$ cat config.mk
export PLATFORM = sky130hd
export DESIGN_NAME = riu_exception_unit
export DESIGN_NICKNAME = d
export VERILOG_FILES = /design/src/design/riu_sync.v /design/src/design/riu_exception_unit.v
export VERILOG_INCLUDE_DIRS = /design/src /design/src/design
export SDC_FILE = /design/constraint.sdc
export NUM_CORES = 1
export LEC_CHECK = 0
export BUFFER_PORTS_ARGS = -buffer_cell sky130_fd_sc_hd__buf_2
export CAP_MARGIN = 20
export CORE_MARGIN = 5
export CORE_UTILIZATION = 40
export CTS_CLUSTER_SIZE = 25
export DETAILED_ROUTE_END_ITERATION = 16
export GPL_ROUTABILITY_DRIVEN = 0
export GPL_TIMING_DRIVEN = 0
export PLACE_DENSITY = 0.6
export SETUP_SLACK_MARGIN = 0.2
export SYNTH_ARGS = -nofsm -noshare
export SYNTH_HDL_FRONTEND = slang
export SYNTH_SLANG_ARGS = --single-unit
$ cat constraint.sdc
create_clock -name clk -period 3.7 [get_ports clk]
set_input_delay 0.555 -clock clk [delete_from_list [all_inputs] [get_ports clk]]
set_output_delay 0.555 -clock clk [all_outputs]
set_load 0.05 [all_outputs]
$ cat src/design/riu_consts.vh
// Summary of operation
// - Only reset and interrupt; reset wins.
// - Reset pin low holds; release starts sequence.
// - Interrupts taken only at instruction boundaries.
// - No detection after flag-register writes.
// - Watchdog reset pulse lasts 518 clocks.
// - Reset sets mask, inits, vectors to zero.
// - All interrupts blocked right after reset.
// - NMI unblocked after first instruction completes.
// - Flag write first keeps everything blocked.
// - Mask flag blocks all but NMI.
// - Four IRQs: falling edge or low level.
// - NMI edge only, edge selectable.
// - Every source has its own vector.
// - IRQ6 from eight individually masked keys.
// - Five external sources, twelve pins, 26 internal.
// - Vector n at address 2n, NMI is 3.
// - Free-running timer uses vectors 19 to 22.
// - Table words 2 to 5 never used.
// - Watchdog raises NMI or overflow interrupt.
// - NMI ignores mask and sets it.
// - NMI edge select: 0 falling, 1 rising.
`ifndef RIU_CONSTS_VH
`define RIU_CONSTS_VH
// Register word indices
`define RIU_OFS_CTRL     3'h0
`define RIU_OFS_SENSE    3'h1
`define RIU_OFS_ENABLE   3'h2
`define RIU_OFS_KEYMASK  3'h3
`define RIU_OFS_STATUS   3'h4
// Control register fields
`define RIU_CTRL_NMIEDGE 0
`define RIU_CTRL_WDT_LO  1
`define RIU_CTRL_WDT_HI  2
// Watchdog actions
`define RIU_WDT_OVFIRQ   2'h0
`define RIU_WDT_NMI      2'h1
`define RIU_WDT_RESET    2'h2
// Reserved bits of sense and enable read as one
`define RIU_IRQ_RSVD     8'hB8
`define RIU_KEYMASK_RST  8'hFF
// Condition flag bit holding the interrupt mask
`define RIU_FLAG_IMASK   7
// Watchdog reset pulse in system clocks
`define RIU_WDT_RST_CYC  10'd518
// Vector numbers and addresses
`define RIU_RESET_VEC    16'h0000
`define RIU_VEC_NMI      6'h03
`define RIU_VEC_IRQ0     6'h04
`define RIU_VEC_IRQ6     6'h0A
`define RIU_VEC_PERIPH   6'h11
`define RIU_VEC_WDT      6'h2C
// Request index positions
`define RIU_IDX_NMI      5'h00
`define RIU_IDX_IRQ6     5'h04
`define RIU_IDX_PERIPH   5'h05
`define RIU_IDX_WDT      5'h19
`define RIU_NREQ         31
// Reset sequencer states
`define RIU_ST_RUN       2'h0
`define RIU_ST_HOLD      2'h1
`define RIU_ST_WDT       2'h2
`define RIU_ST_SEQ       2'h3
`endif

$ cat src/design/riu_sync.v
`timescale 1ns/1ns
`default_nettype none
// Three-stage pin synchroniser; output follows once stages two and three agree
module riu_sync #(
  parameter          W  = 1,
  parameter [W-1:0]  RV = {W{1'b1}}
) (
  input  wire         clk,
  input  wire         rst_n,
  input  wire [W-1:0] d,
  output reg  [W-1:0] q
);
  reg [W-1:0] s1;  // Metastability catcher, read only by s2
  reg [W-1:0] s2;  // Second stage
  reg [W-1:0] s3;  // Third stage

  ////////////////////////////////////////////////////////////////////////
  // Shift chain and agreement filter
  always @(posedge clk or negedge rst_n) begin
    if (!rst_n) begin
      s1 <= RV;
      s2 <= RV;
      s3 <= RV;
      q  <= RV;
    end else begin
      s1 <= d;
      s2 <= s1;
      s3 <= s2;
      // Accept a change only when the last two stages agree
      q  <= (s2 & s3) | (q & (s2 | s3));
    end
  end
endmodule
`default_nettype wire

$ cat src/design/riu_exception_unit.v
`timescale 1ns/1ns
`default_nettype none
`include "riu_consts.vh"
// Reset and interrupt exception unit
module riu_exception_unit (
  input  wire        clk,
  input  wire        rst_n,
  input  wire [4:0]  avs_address,
  input  wire        avs_read,
  input  wire        avs_write,
  input  wire [31:0] avs_writedata,
  input  wire [3:0]  avs_byteenable,
  output reg  [31:0] avs_readdata,
  output wire        avs_waitrequest,
  input  wire        ext_reset_pin_n,
  input  wire        nmi_pin,
  input  wire [2:0]  irq_pin_n,
  input  wire [7:0]  key_sense_in,
  input  wire        host_in_buf1_full,
  input  wire        host_in_buf2_full,
  input  wire        frt_capture_irq,
  input  wire        frt_compare_a_irq,
  input  wire        frt_compare_b_irq,
  input  wire        frt_overflow_irq,
  input  wire [18:0] periph_irq,
  input  wire        watchdog_overflow_irq,
  input  wire [7:0]  cond_flags_reg,
  input  wire        instr_boundary,
  input  wire        instr_ccr_manip,
  output wire        cpu_hold_reset,
  output reg         periph_init,
  output reg         exc_take,
  output reg  [5:0]  exc_vector,
  output reg  [15:0] exc_vec_addr,
  output reg         exc_set_imask
);

  ////////////////////////////////////////////////////////////////////////
  // Functions

  // Index of the lowest set request bit
  function [4:0] riu_first;
    input [`RIU_NREQ-1:0] r;
    integer k;
    begin
      riu_first = 5'h00;
      for (k = `RIU_NREQ - 1; k >= 0; k = k - 1) begin
        if (r[k]) begin
          riu_first = k[4:0];
        end
      end
    end
  endfunction

  // Vector number of a request index
  function [5:0] riu_vec;
    input [4:0] idx;
    begin
      if (idx == `RIU_IDX_NMI) begin
        riu_vec = `RIU_VEC_NMI;
      end else if (idx < `RIU_IDX_IRQ6) begin
        riu_vec = `RIU_VEC_IRQ0 + {1'b0, idx} - 6'h01;
      end else if (idx == `RIU_IDX_IRQ6) begin
        riu_vec = `RIU_VEC_IRQ6;
      end else if (idx < `RIU_IDX_WDT) begin
        // Vectors 17..36 follow reserved 11..16
        riu_vec = `RIU_VEC_PERIPH + {1'b0, idx} - {1'b0, `RIU_IDX_PERIPH};
      end else begin
        // Vectors 44..49 follow reserved 37..43
        riu_vec = `RIU_VEC_WDT + {1'b0, idx} - {1'b0, `RIU_IDX_WDT};
      end
    end
  endfunction

  ////////////////////////////////////////////////////////////////////////
  // Declarations
  reg  [1:0]  state;              // Reset sequencer state
  reg  [9:0]  wdt_cnt;            // Watchdog reset pulse counter
  reg         reset_cause;        // 1 external pin, 0 watchdog
  reg         block_all;          // All interrupts blocked after reset
  reg         nmi_edge_select;    // 0 falling, 1 rising
  reg  [1:0]  wdt_action;         // Watchdog overflow action
  reg  [3:0]  irq_sense;          // 1 falling edge, 0 low level
  reg  [3:0]  irq_enable;         // Per-request enable
  reg  [7:0]  key_sense_mask_reg; // 1 masks a key input
  reg  [3:0]  irq_pend;           // Latched edge requests
  reg         nmi_pend;           // Latched NMI edge
  reg         wdt_irq_pend;       // Latched watchdog overflow request
  reg         nmi_prev;           // NMI level one cycle ago
  reg  [3:0]  irq_low_prev;       // Request levels one cycle ago
  reg         ack;                // Bus access answered this cycle
  reg  [7:0]  rd_byte;            // Read mux output
  wire [12:0] pins_s;             // Synchronised pins
  wire        ext_rst_s;          // Synchronised reset pin
  wire        nmi_s;              // Synchronised NMI pin
  wire [2:0]  irq_s;              // Synchronised IRQ pins
  wire [7:0]  key_s;              // Synchronised key inputs
  wire        key_low;            // Any unmasked key low
  wire [3:0]  irq_low;            // Active request levels
  wire [3:0]  irq_fall;           // Falling edges of requests
  wire        nmi_edge;           // Selected NMI edge seen
  wire [3:0]  irq_req;            // External maskable requests
  wire [`RIU_NREQ-1:0] req;       // All requests by priority
  wire [`RIU_NREQ-1:0] req_ok;    // Requests after masking
  wire        imask;              // Interrupt mask flag from core
  wire        take_now;           // Exception taken this cycle
  wire [4:0]  take_idx;           // Index being taken
  wire        in_rst;             // Internal reset state
  wire        wdt_rst_req;        // Watchdog reset requested
  wire        bus_acc;            // Read or write pending
  wire        wr_en;              // Write takes effect
  wire [7:0]  sense_rd;           // Sense register image
  wire [7:0]  enable_rd;          // Enable register image

  ////////////////////////////////////////////////////////////////////////
  // Pin synchronisation
  riu_sync #(
    .W  (13),
    .RV (13'h1FFF)
  ) u_sync (
    .clk   (clk),
    .rst_n (rst_n),
    .d     ({ext_reset_pin_n, nmi_pin, irq_pin_n, key_sense_in}),
    .q     (pins_s)
  );

  assign ext_rst_s = pins_s[12];
  assign nmi_s     = pins_s[11];
  assign irq_s     = pins_s[10:8];
  assign key_s     = pins_s[7:0];

  ////////////////////////////////////////////////////////////////////////
  // Request detection
  assign key_low  = |(~key_s & ~key_sense_mask_reg);
  assign irq_low  = {key_low, ~irq_s};
  assign irq_fall = irq_low & ~irq_low_prev;
  // Rising edge when select is 1, falling when 0
  assign nmi_edge = nmi_edge_select ? (nmi_s & ~nmi_prev)
                                    : (~nmi_s & nmi_prev);
  // Edge mode uses the latch, level mode the live level
  assign irq_req  = (irq_sense & irq_pend) |
                    (~irq_sense & irq_low & irq_enable);

  // Priority order equals vector order; one line per vector
  assign req = {periph_irq[18:14], wdt_irq_pend, periph_irq[13:0],
                frt_overflow_irq, frt_compare_b_irq,
                frt_compare_a_irq, frt_capture_irq,
                host_in_buf2_full, host_in_buf1_full,
                irq_req, nmi_pend};

  assign imask  = cond_flags_reg[`RIU_FLAG_IMASK];
  // Mask flag gates everything except NMI
  assign req_ok = {req[`RIU_NREQ-1:1] & {(`RIU_NREQ-1){~imask}},
                   req[0]};

  // Only at a boundary, not after a flag write, not in reset
  assign take_now = instr_boundary & ~instr_ccr_manip &
                    ~block_all & (state == `RIU_ST_RUN) &
                    (|req_ok);
  assign take_idx = riu_first(req_ok);

  ////////////////////////////////////////////////////////////////////////
  // Reset sequencer
  assign in_rst         = (state == `RIU_ST_HOLD) || (state == `RIU_ST_WDT);
  assign cpu_hold_reset = (state != `RIU_ST_RUN);
  assign wdt_rst_req    = watchdog_overflow_irq &&
                          (wdt_action == `RIU_WDT_RESET);

  // Pin low holds at once; release or pulse end starts the sequence
  always @(posedge clk or negedge rst_n) begin
    if (!rst_n) begin
      state       <= `RIU_ST_SEQ;
      wdt_cnt     <= 10'h000;
      reset_cause <= 1'b1;
    end else if (!ext_rst_s) begin
      // Pin reset overrides every other state
      state       <= `RIU_ST_HOLD;
      reset_cause <= 1'b1;
    end else begin
      case (state)
        `RIU_ST_RUN: begin
          // Watchdog reset stops all processing
          if (wdt_rst_req) begin
            state       <= `RIU_ST_WDT;
            wdt_cnt     <= `RIU_WDT_RST_CYC - 10'd1;
            reset_cause <= 1'b0;
          end
        end
        `RIU_ST_HOLD: begin
          // Pin released high
          state <= `RIU_ST_SEQ;
        end
        `RIU_ST_WDT: begin
          // Internal pulse of exactly 518 cycles
          if (wdt_cnt == 10'h000) begin
            state <= `RIU_ST_SEQ;
          end else begin
            wdt_cnt <= wdt_cnt - 10'd1;
          end
        end
        `RIU_ST_SEQ: begin
          state <= `RIU_ST_RUN;
        end
        default: begin
          state <= `RIU_ST_SEQ;
        end
      endcase
    end
  end

  ////////////////////////////////////////////////////////////////////////
  // Exception outputs toward the core
  always @(posedge clk or negedge rst_n) begin
    if (!rst_n) begin
      periph_init   <= 1'b0;
      exc_take      <= 1'b0;
      exc_vector    <= 6'h00;
      exc_vec_addr  <= 16'h0000;
      exc_set_imask <= 1'b0;
    end else begin
      periph_init   <= (state == `RIU_ST_SEQ) && ext_rst_s;
      exc_take      <= take_now;
      exc_set_imask <= take_now || ((state == `RIU_ST_SEQ) && ext_rst_s);
      if ((state == `RIU_ST_SEQ) && ext_rst_s) begin
        // Reset vector word at address zero
        exc_vector   <= 6'h00;
        exc_vec_addr <= `RIU_RESET_VEC;
      end else if (take_now) begin
        // Entry at twice the vector; words 2..5 never produced
        exc_vector   <= riu_vec(take_idx);
        exc_vec_addr <= {9'h000, riu_vec(take_idx), 1'b0};
      end
    end
  end

  ////////////////////////////////////////////////////////////////////////
  // Post-reset interrupt blocking
  always @(posedge clk or negedge rst_n) begin
    if (!rst_n) begin
      block_all <= 1'b1;
    end else if (state != `RIU_ST_RUN) begin
      block_all <= 1'b1;
    end else if (instr_boundary && !instr_ccr_manip) begin
      // First plain instruction done; a flag write keeps the block
      block_all <= 1'b0;
    end
  end

  ////////////////////////////////////////////////////////////////////////
  // Pending request latches; a new event wins over a clear
  always @(posedge clk or negedge rst_n) begin
    if (!rst_n) begin
      nmi_prev     <= 1'b1;
      irq_low_prev <= 4'h0;
      nmi_pend     <= 1'b0;
      wdt_irq_pend <= 1'b0;
      irq_pend     <= 4'h0;
    end else begin
      nmi_prev     <= nmi_s;
      irq_low_prev <= irq_low;
      if (in_rst) begin
        nmi_pend     <= 1'b0;
        wdt_irq_pend <= 1'b0;
        irq_pend     <= 4'h0;
      end else begin
        // NMI from pin edge or from the watchdog
        if (nmi_edge || (watchdog_overflow_irq &&
            wdt_action == `RIU_WDT_NMI)) begin
          nmi_pend <= 1'b1;
        end else if (take_now && take_idx == `RIU_IDX_NMI) begin
          nmi_pend <= 1'b0;
        end
        // Watchdog overflow interrupt
        if (watchdog_overflow_irq && wdt_action == `RIU_WDT_OVFIRQ) begin
          wdt_irq_pend <= 1'b1;
        end else if (take_now && take_idx == `RIU_IDX_WDT) begin
          wdt_irq_pend <= 1'b0;
        end
        irq_pend <= next_irq_pend(irq_pend);
      end
    end
  end

  // Edge latch update for the four external requests
  function [3:0] next_irq_pend;
    input [3:0] cur;
    integer j;
    begin
      next_irq_pend = cur;
      for (j = 0; j < 4; j = j + 1) begin
        if (irq_sense[j] && irq_enable[j] && irq_fall[j]) begin
          next_irq_pend[j] = 1'b1;
        end else if (take_now && take_idx == j[4:0] + 5'h01) begin
          next_irq_pend[j] = 1'b0;
        end else if (imask && !irq_sense[j] && !irq_enable[j]) begin
          next_irq_pend[j] = 1'b0;
        end
      end
    end
  endfunction

  ////////////////////////////////////////////////////////////////////////
  // Avalon-MM slave: one wait state per access
  assign bus_acc         = avs_read | avs_write;
  assign avs_waitrequest = bus_acc & ~ack;
  assign wr_en           = avs_write & ack & avs_byteenable[0];

  assign sense_rd  = `RIU_IRQ_RSVD | {1'b0, irq_sense[3], 3'h0, irq_sense[2:0]};
  assign enable_rd = `RIU_IRQ_RSVD | {1'b0, irq_enable[3], 3'h0, irq_enable[2:0]};

  // Read mux; unmapped words read zero
  always @* begin
    case (avs_address[4:2])
      `RIU_OFS_CTRL:    rd_byte = {5'h00, wdt_action, nmi_edge_select};
      `RIU_OFS_SENSE:   rd_byte = sense_rd;
      `RIU_OFS_ENABLE:  rd_byte = enable_rd;
      `RIU_OFS_KEYMASK: rd_byte = key_sense_mask_reg;
      `RIU_OFS_STATUS:  rd_byte = {nmi_pend, wdt_irq_pend, irq_pend,
                                   block_all, reset_cause};
      default:          rd_byte = 8'h00;
    endcase
  end

  // Access handshake and read data
  always @(posedge clk or negedge rst_n) begin
    if (!rst_n) begin
      ack          <= 1'b0;
      avs_readdata <= 32'h0000_0000;
    end else begin
      ack <= bus_acc & ~ack;
      if (avs_read && !ack) begin
        avs_readdata <= {24'h00_0000, rd_byte};
      end
    end
  end

  ////////////////////////////////////////////////////////////////////////
  // Software registers; reinitialised by every internal reset
  always @(posedge clk or negedge rst_n) begin
    if (!rst_n) begin
      nmi_edge_select    <= 1'b0;
      wdt_action         <= `RIU_WDT_OVFIRQ;
      irq_sense          <= 4'h0;
      irq_enable         <= 4'h0;
      key_sense_mask_reg <= `RIU_KEYMASK_RST;
    end else if (in_rst) begin
      nmi_edge_select    <= 1'b0;
      wdt_action         <= `RIU_WDT_OVFIRQ;
      irq_sense          <= 4'h0;
      irq_enable         <= 4'h0;
      key_sense_mask_reg <= `RIU_KEYMASK_RST;
    end else if (wr_en) begin
      case (avs_address[4:2])
        `RIU_OFS_CTRL: begin
          nmi_edge_select <= avs_writedata[`RIU_CTRL_NMIEDGE];
          wdt_action      <= avs_writedata[`RIU_CTRL_WDT_HI:`RIU_CTRL_WDT_LO];
        end
        `RIU_OFS_SENSE: begin
          irq_sense <= {avs_writedata[6], avs_writedata[2:0]};
        end
        `RIU_OFS_ENABLE: begin
          irq_enable <= {avs_writedata[6], avs_writedata[2:0]};
        end
        `RIU_OFS_KEYMASK: begin
          key_sense_mask_reg <= avs_writedata[7:0];
        end
        default: begin
          // Status and unmapped words ignore writes
        end
      endcase
    end
  end
endmodule
`default_nettype wire

==> flow_summary.yaml <==
outcome:
  status: "finished, final reports clean"
global_routing:
  gr-total-overflow: 0
  track_usage: 0.161
  grt_pass1_wl_um: 21600
  grt_max_degree: 75
  grt_pass1_vias: 4433
  antenna_found_initial: 1
layout:
  final_nets: 803
  diodes: 0
  syn_to_final_growth_pct: 23.8
  n_fill_cell: 1285
  final_common_cell: "buf_2"
  drive_gt1_frac: 0.345
  mostFrequentLayoutCells: "83 x buf_2, 65 x dfstp_2, 54 x nor2_1"
  stdcell_area_sq_um: 7090
run:
  cap_violations: 0
clocking:
  max-clock-path-buffers: 2
  cts_tree: "built"
  cts_resized: 0
  post-cts-setup-buffer-count: 0
  clock_latency_ns: 0.41
  path_clk_slew_ns: 0.05
  hold_buffers: 0
  clock_sinks: 114
  cts_inserted_buffers: 17
  htree_levels: 4
  cts-root-buf: "clkbuf_16"
timing:
  min_period_over_period: 0.850
  slew_headroom: 0.476
  finalClockSkew_ns: 0.0135
  setup_viol: 0
  worstMarginPinSlew_ns: 0.785
  fmax_mhz: 318
  rsz0062_at_grt: "no"
  slew_viol_final: 0
  finalHoldViolations: 0
  finalCriticalPeriod_ns: 3.15
  fin_tns_setup_ns: 0
logic_synthesis:
  synth_area_leaders: "dfstp_2 30%, dfrtp_1 21%, buf_4 5.2%"
  synth-seq-cells: 114
  synth_top_area_frac: 0.298
  synth_edf_count: 0
  synth_area_sq_um: 5720
  synth_cells: 560
  ys_seq_area_frac: 0.513
  syn_area_per_cell_sq_um: 10.2
  ys.warnings.count: 0
  yosys_most_used_dff: "dfstp_2"
  async_reset_ff_frac: 1.00
  synth_top_cell_by_area: "dfstp_2"
  synth.distinct_cells: 68
min_path:
  hold_class: "in -> async"
worst_setup_path:
  rrSetupSlack_ns: 0.55
  crit_path_top_delay_cell: "dfstp_2"
  crit_family: "compound AO/OA/AOI/OAI gates"
  criticalPathCategory: "reg -> reg"
  r2r-start: "key_sense_mask_reg[5]"
  worstPathRequired_ns: 4.02
  cp_cell_sequence: "o22ai_1, nor2_1, a211o_1, o211ai_1, o211ai_1, and2_1, clkbuf_2, inv_1, ha_1, o21ai_0, a32oi_1, o41ai_2, o21ai_1, o211ai_1"
  max_stage_delay_ns: 0.53
  critPathLaunchType: "flop"
  path_buf_inv: 2
  crit_start: "key_sense_mask_reg[5]"
  critPathCaptureType: "flop"
  critPathArrivalTime_ns: 3.46
  crit_fanout: 7
  crit_top_cell: "o211ai_1"
  reg2regPathDepth: 14
  reg2reg_to: "exc_vec_addr[5]"
die:
  rows: 43
  die_w_um: 130
  dieArea_sq_um: 16800
  ios: 153
  dieHeight_um: 130
  start_util: 0.411
  placeableCoreArea_sq_um: 13900
detailed_routing:
  wl_per_cell_um: 14.9
  wl_um: 13200
  ant_nets: 0
  vias_per_cell: 4.98
  drc: 0
  route.vias.total: 4424
  drt_first_pass_iters: 5
  drt-initial-drc-count: 251
power_and_ir_drop:
  vdd_drop_max_mv: 0.422
  p_leak_nw: 3.25
  powerDensity_nw_per_um2: 579
  totalPowerFinal_w: 0.00410
placed_design:
  io_buffers: 82
  place_area_sq_um: 6510
  hpwl_um: 9930
## worst register-to-register path, cell delays in order (launching register included)
cell and delay (ns):
dfstp_2 0.53, o22ai_1 0.09, nor2_1 0.18, a211o_1 0.29, o211ai_1 0.14, o211ai_1 0.35
and2_1 0.18, clkbuf_2 0.19, inv_1 0.12, ha_1 0.28, o21ai_0 0.11, a32oi_1 0.14
o41ai_2 0.13, o21ai_1 0.14, o211ai_1 0.19
## through the flow
stage                     cells   util  hold slack [ns]  setup slack (ns)
after detailed placement    856  0.467            0.347             0.354
after floorplan             593      -            0.259             0.959
after global placement      855  0.465            0.346             0.435
after CTS                   888  0.509            0.139             0.571
final                       888  0.509            0.139             0.555
after global routing        888  0.509            0.175             0.272
## synthesized netlist by cell type (3+ instances only)
master,number
a211o_1,9
a21oi_1,39
a31oi_1,5
and2_1,6
buf_4,40
clkbuf_1,8
dfrtp_1,49
dfstp_2,65
ha_1,14
inv_1,27
maj3_1,13
mux2i_1,18
nand2_1,41
nand2b_1,4
nand3_1,11
nor2_1,54
nor2b_1,12
nor3_1,11
nor3b_1,8
nor4_1,5
nor4bb_1,3
o211ai_1,5
o21ai_0,34
o21ai_1,3
o22ai_1,6
o311ai_1,3
o31ai_1,3
xnor2_1,5
## worst max-delay path by stage
stage,to,cells after the start
4_1_cts,exc_vec_addr[5],14
2_1_floorplan,exc_vec_addr[5],14
5_1_grt,exc_vec_addr[5],14
3_3_place_gp,exc_vec_addr[5],15
3_5_place_dp,exc_vec_addr[5],15
6_report,exc_vec_addr[5],14
## power breakdown
group | switching, W | internal (W)
clock network | 0.000593 | 0.000969
logic | 0.000673 | 0.000317
registers | 0.000125 | 0.00143
total | 0.00139 | 0.00271
## logic make-up after synthesis
family          synth area share
buf+inv                   0.0807
mux                       0.0315
flops                      0.513
simple gates               0.161
xor+xnor                  0.0107
other cells             0.000655
fa+ha+maj                 0.0533
compound gates             0.150
## layout make-up
type | count | area [sq um] | share of cell area
Tap cell | 180 | 225 | 0.0318
Timing Repair Buffer | 83 | 440 | 0.0621
Inverter | 29 | 109 | 0.0154
Buffer | 53 | 353 | 0.0498
Clock inverter | 13 | 121 | 0.0171
Multi-Input combinational cell | 397 | 2450 | 0.346
Clock buffer | 19 | 453 | 0.0639
Sequential cell | 114 | 2930 | 0.414
## layer usage
metal / vias to the layer above / GRT usage / part of all wire
li1: 2175 / - / -
met5: - / 0 / 0.00083
met2: 146 / 0.265 / 0.49
met3: 18 / 0.0441 / 0.066
met1: 2083 / 0.208 / 0.43
met4: 2 / 0.0520 / 0.015
Note: power is estimated with default switching activity, not from simulation.
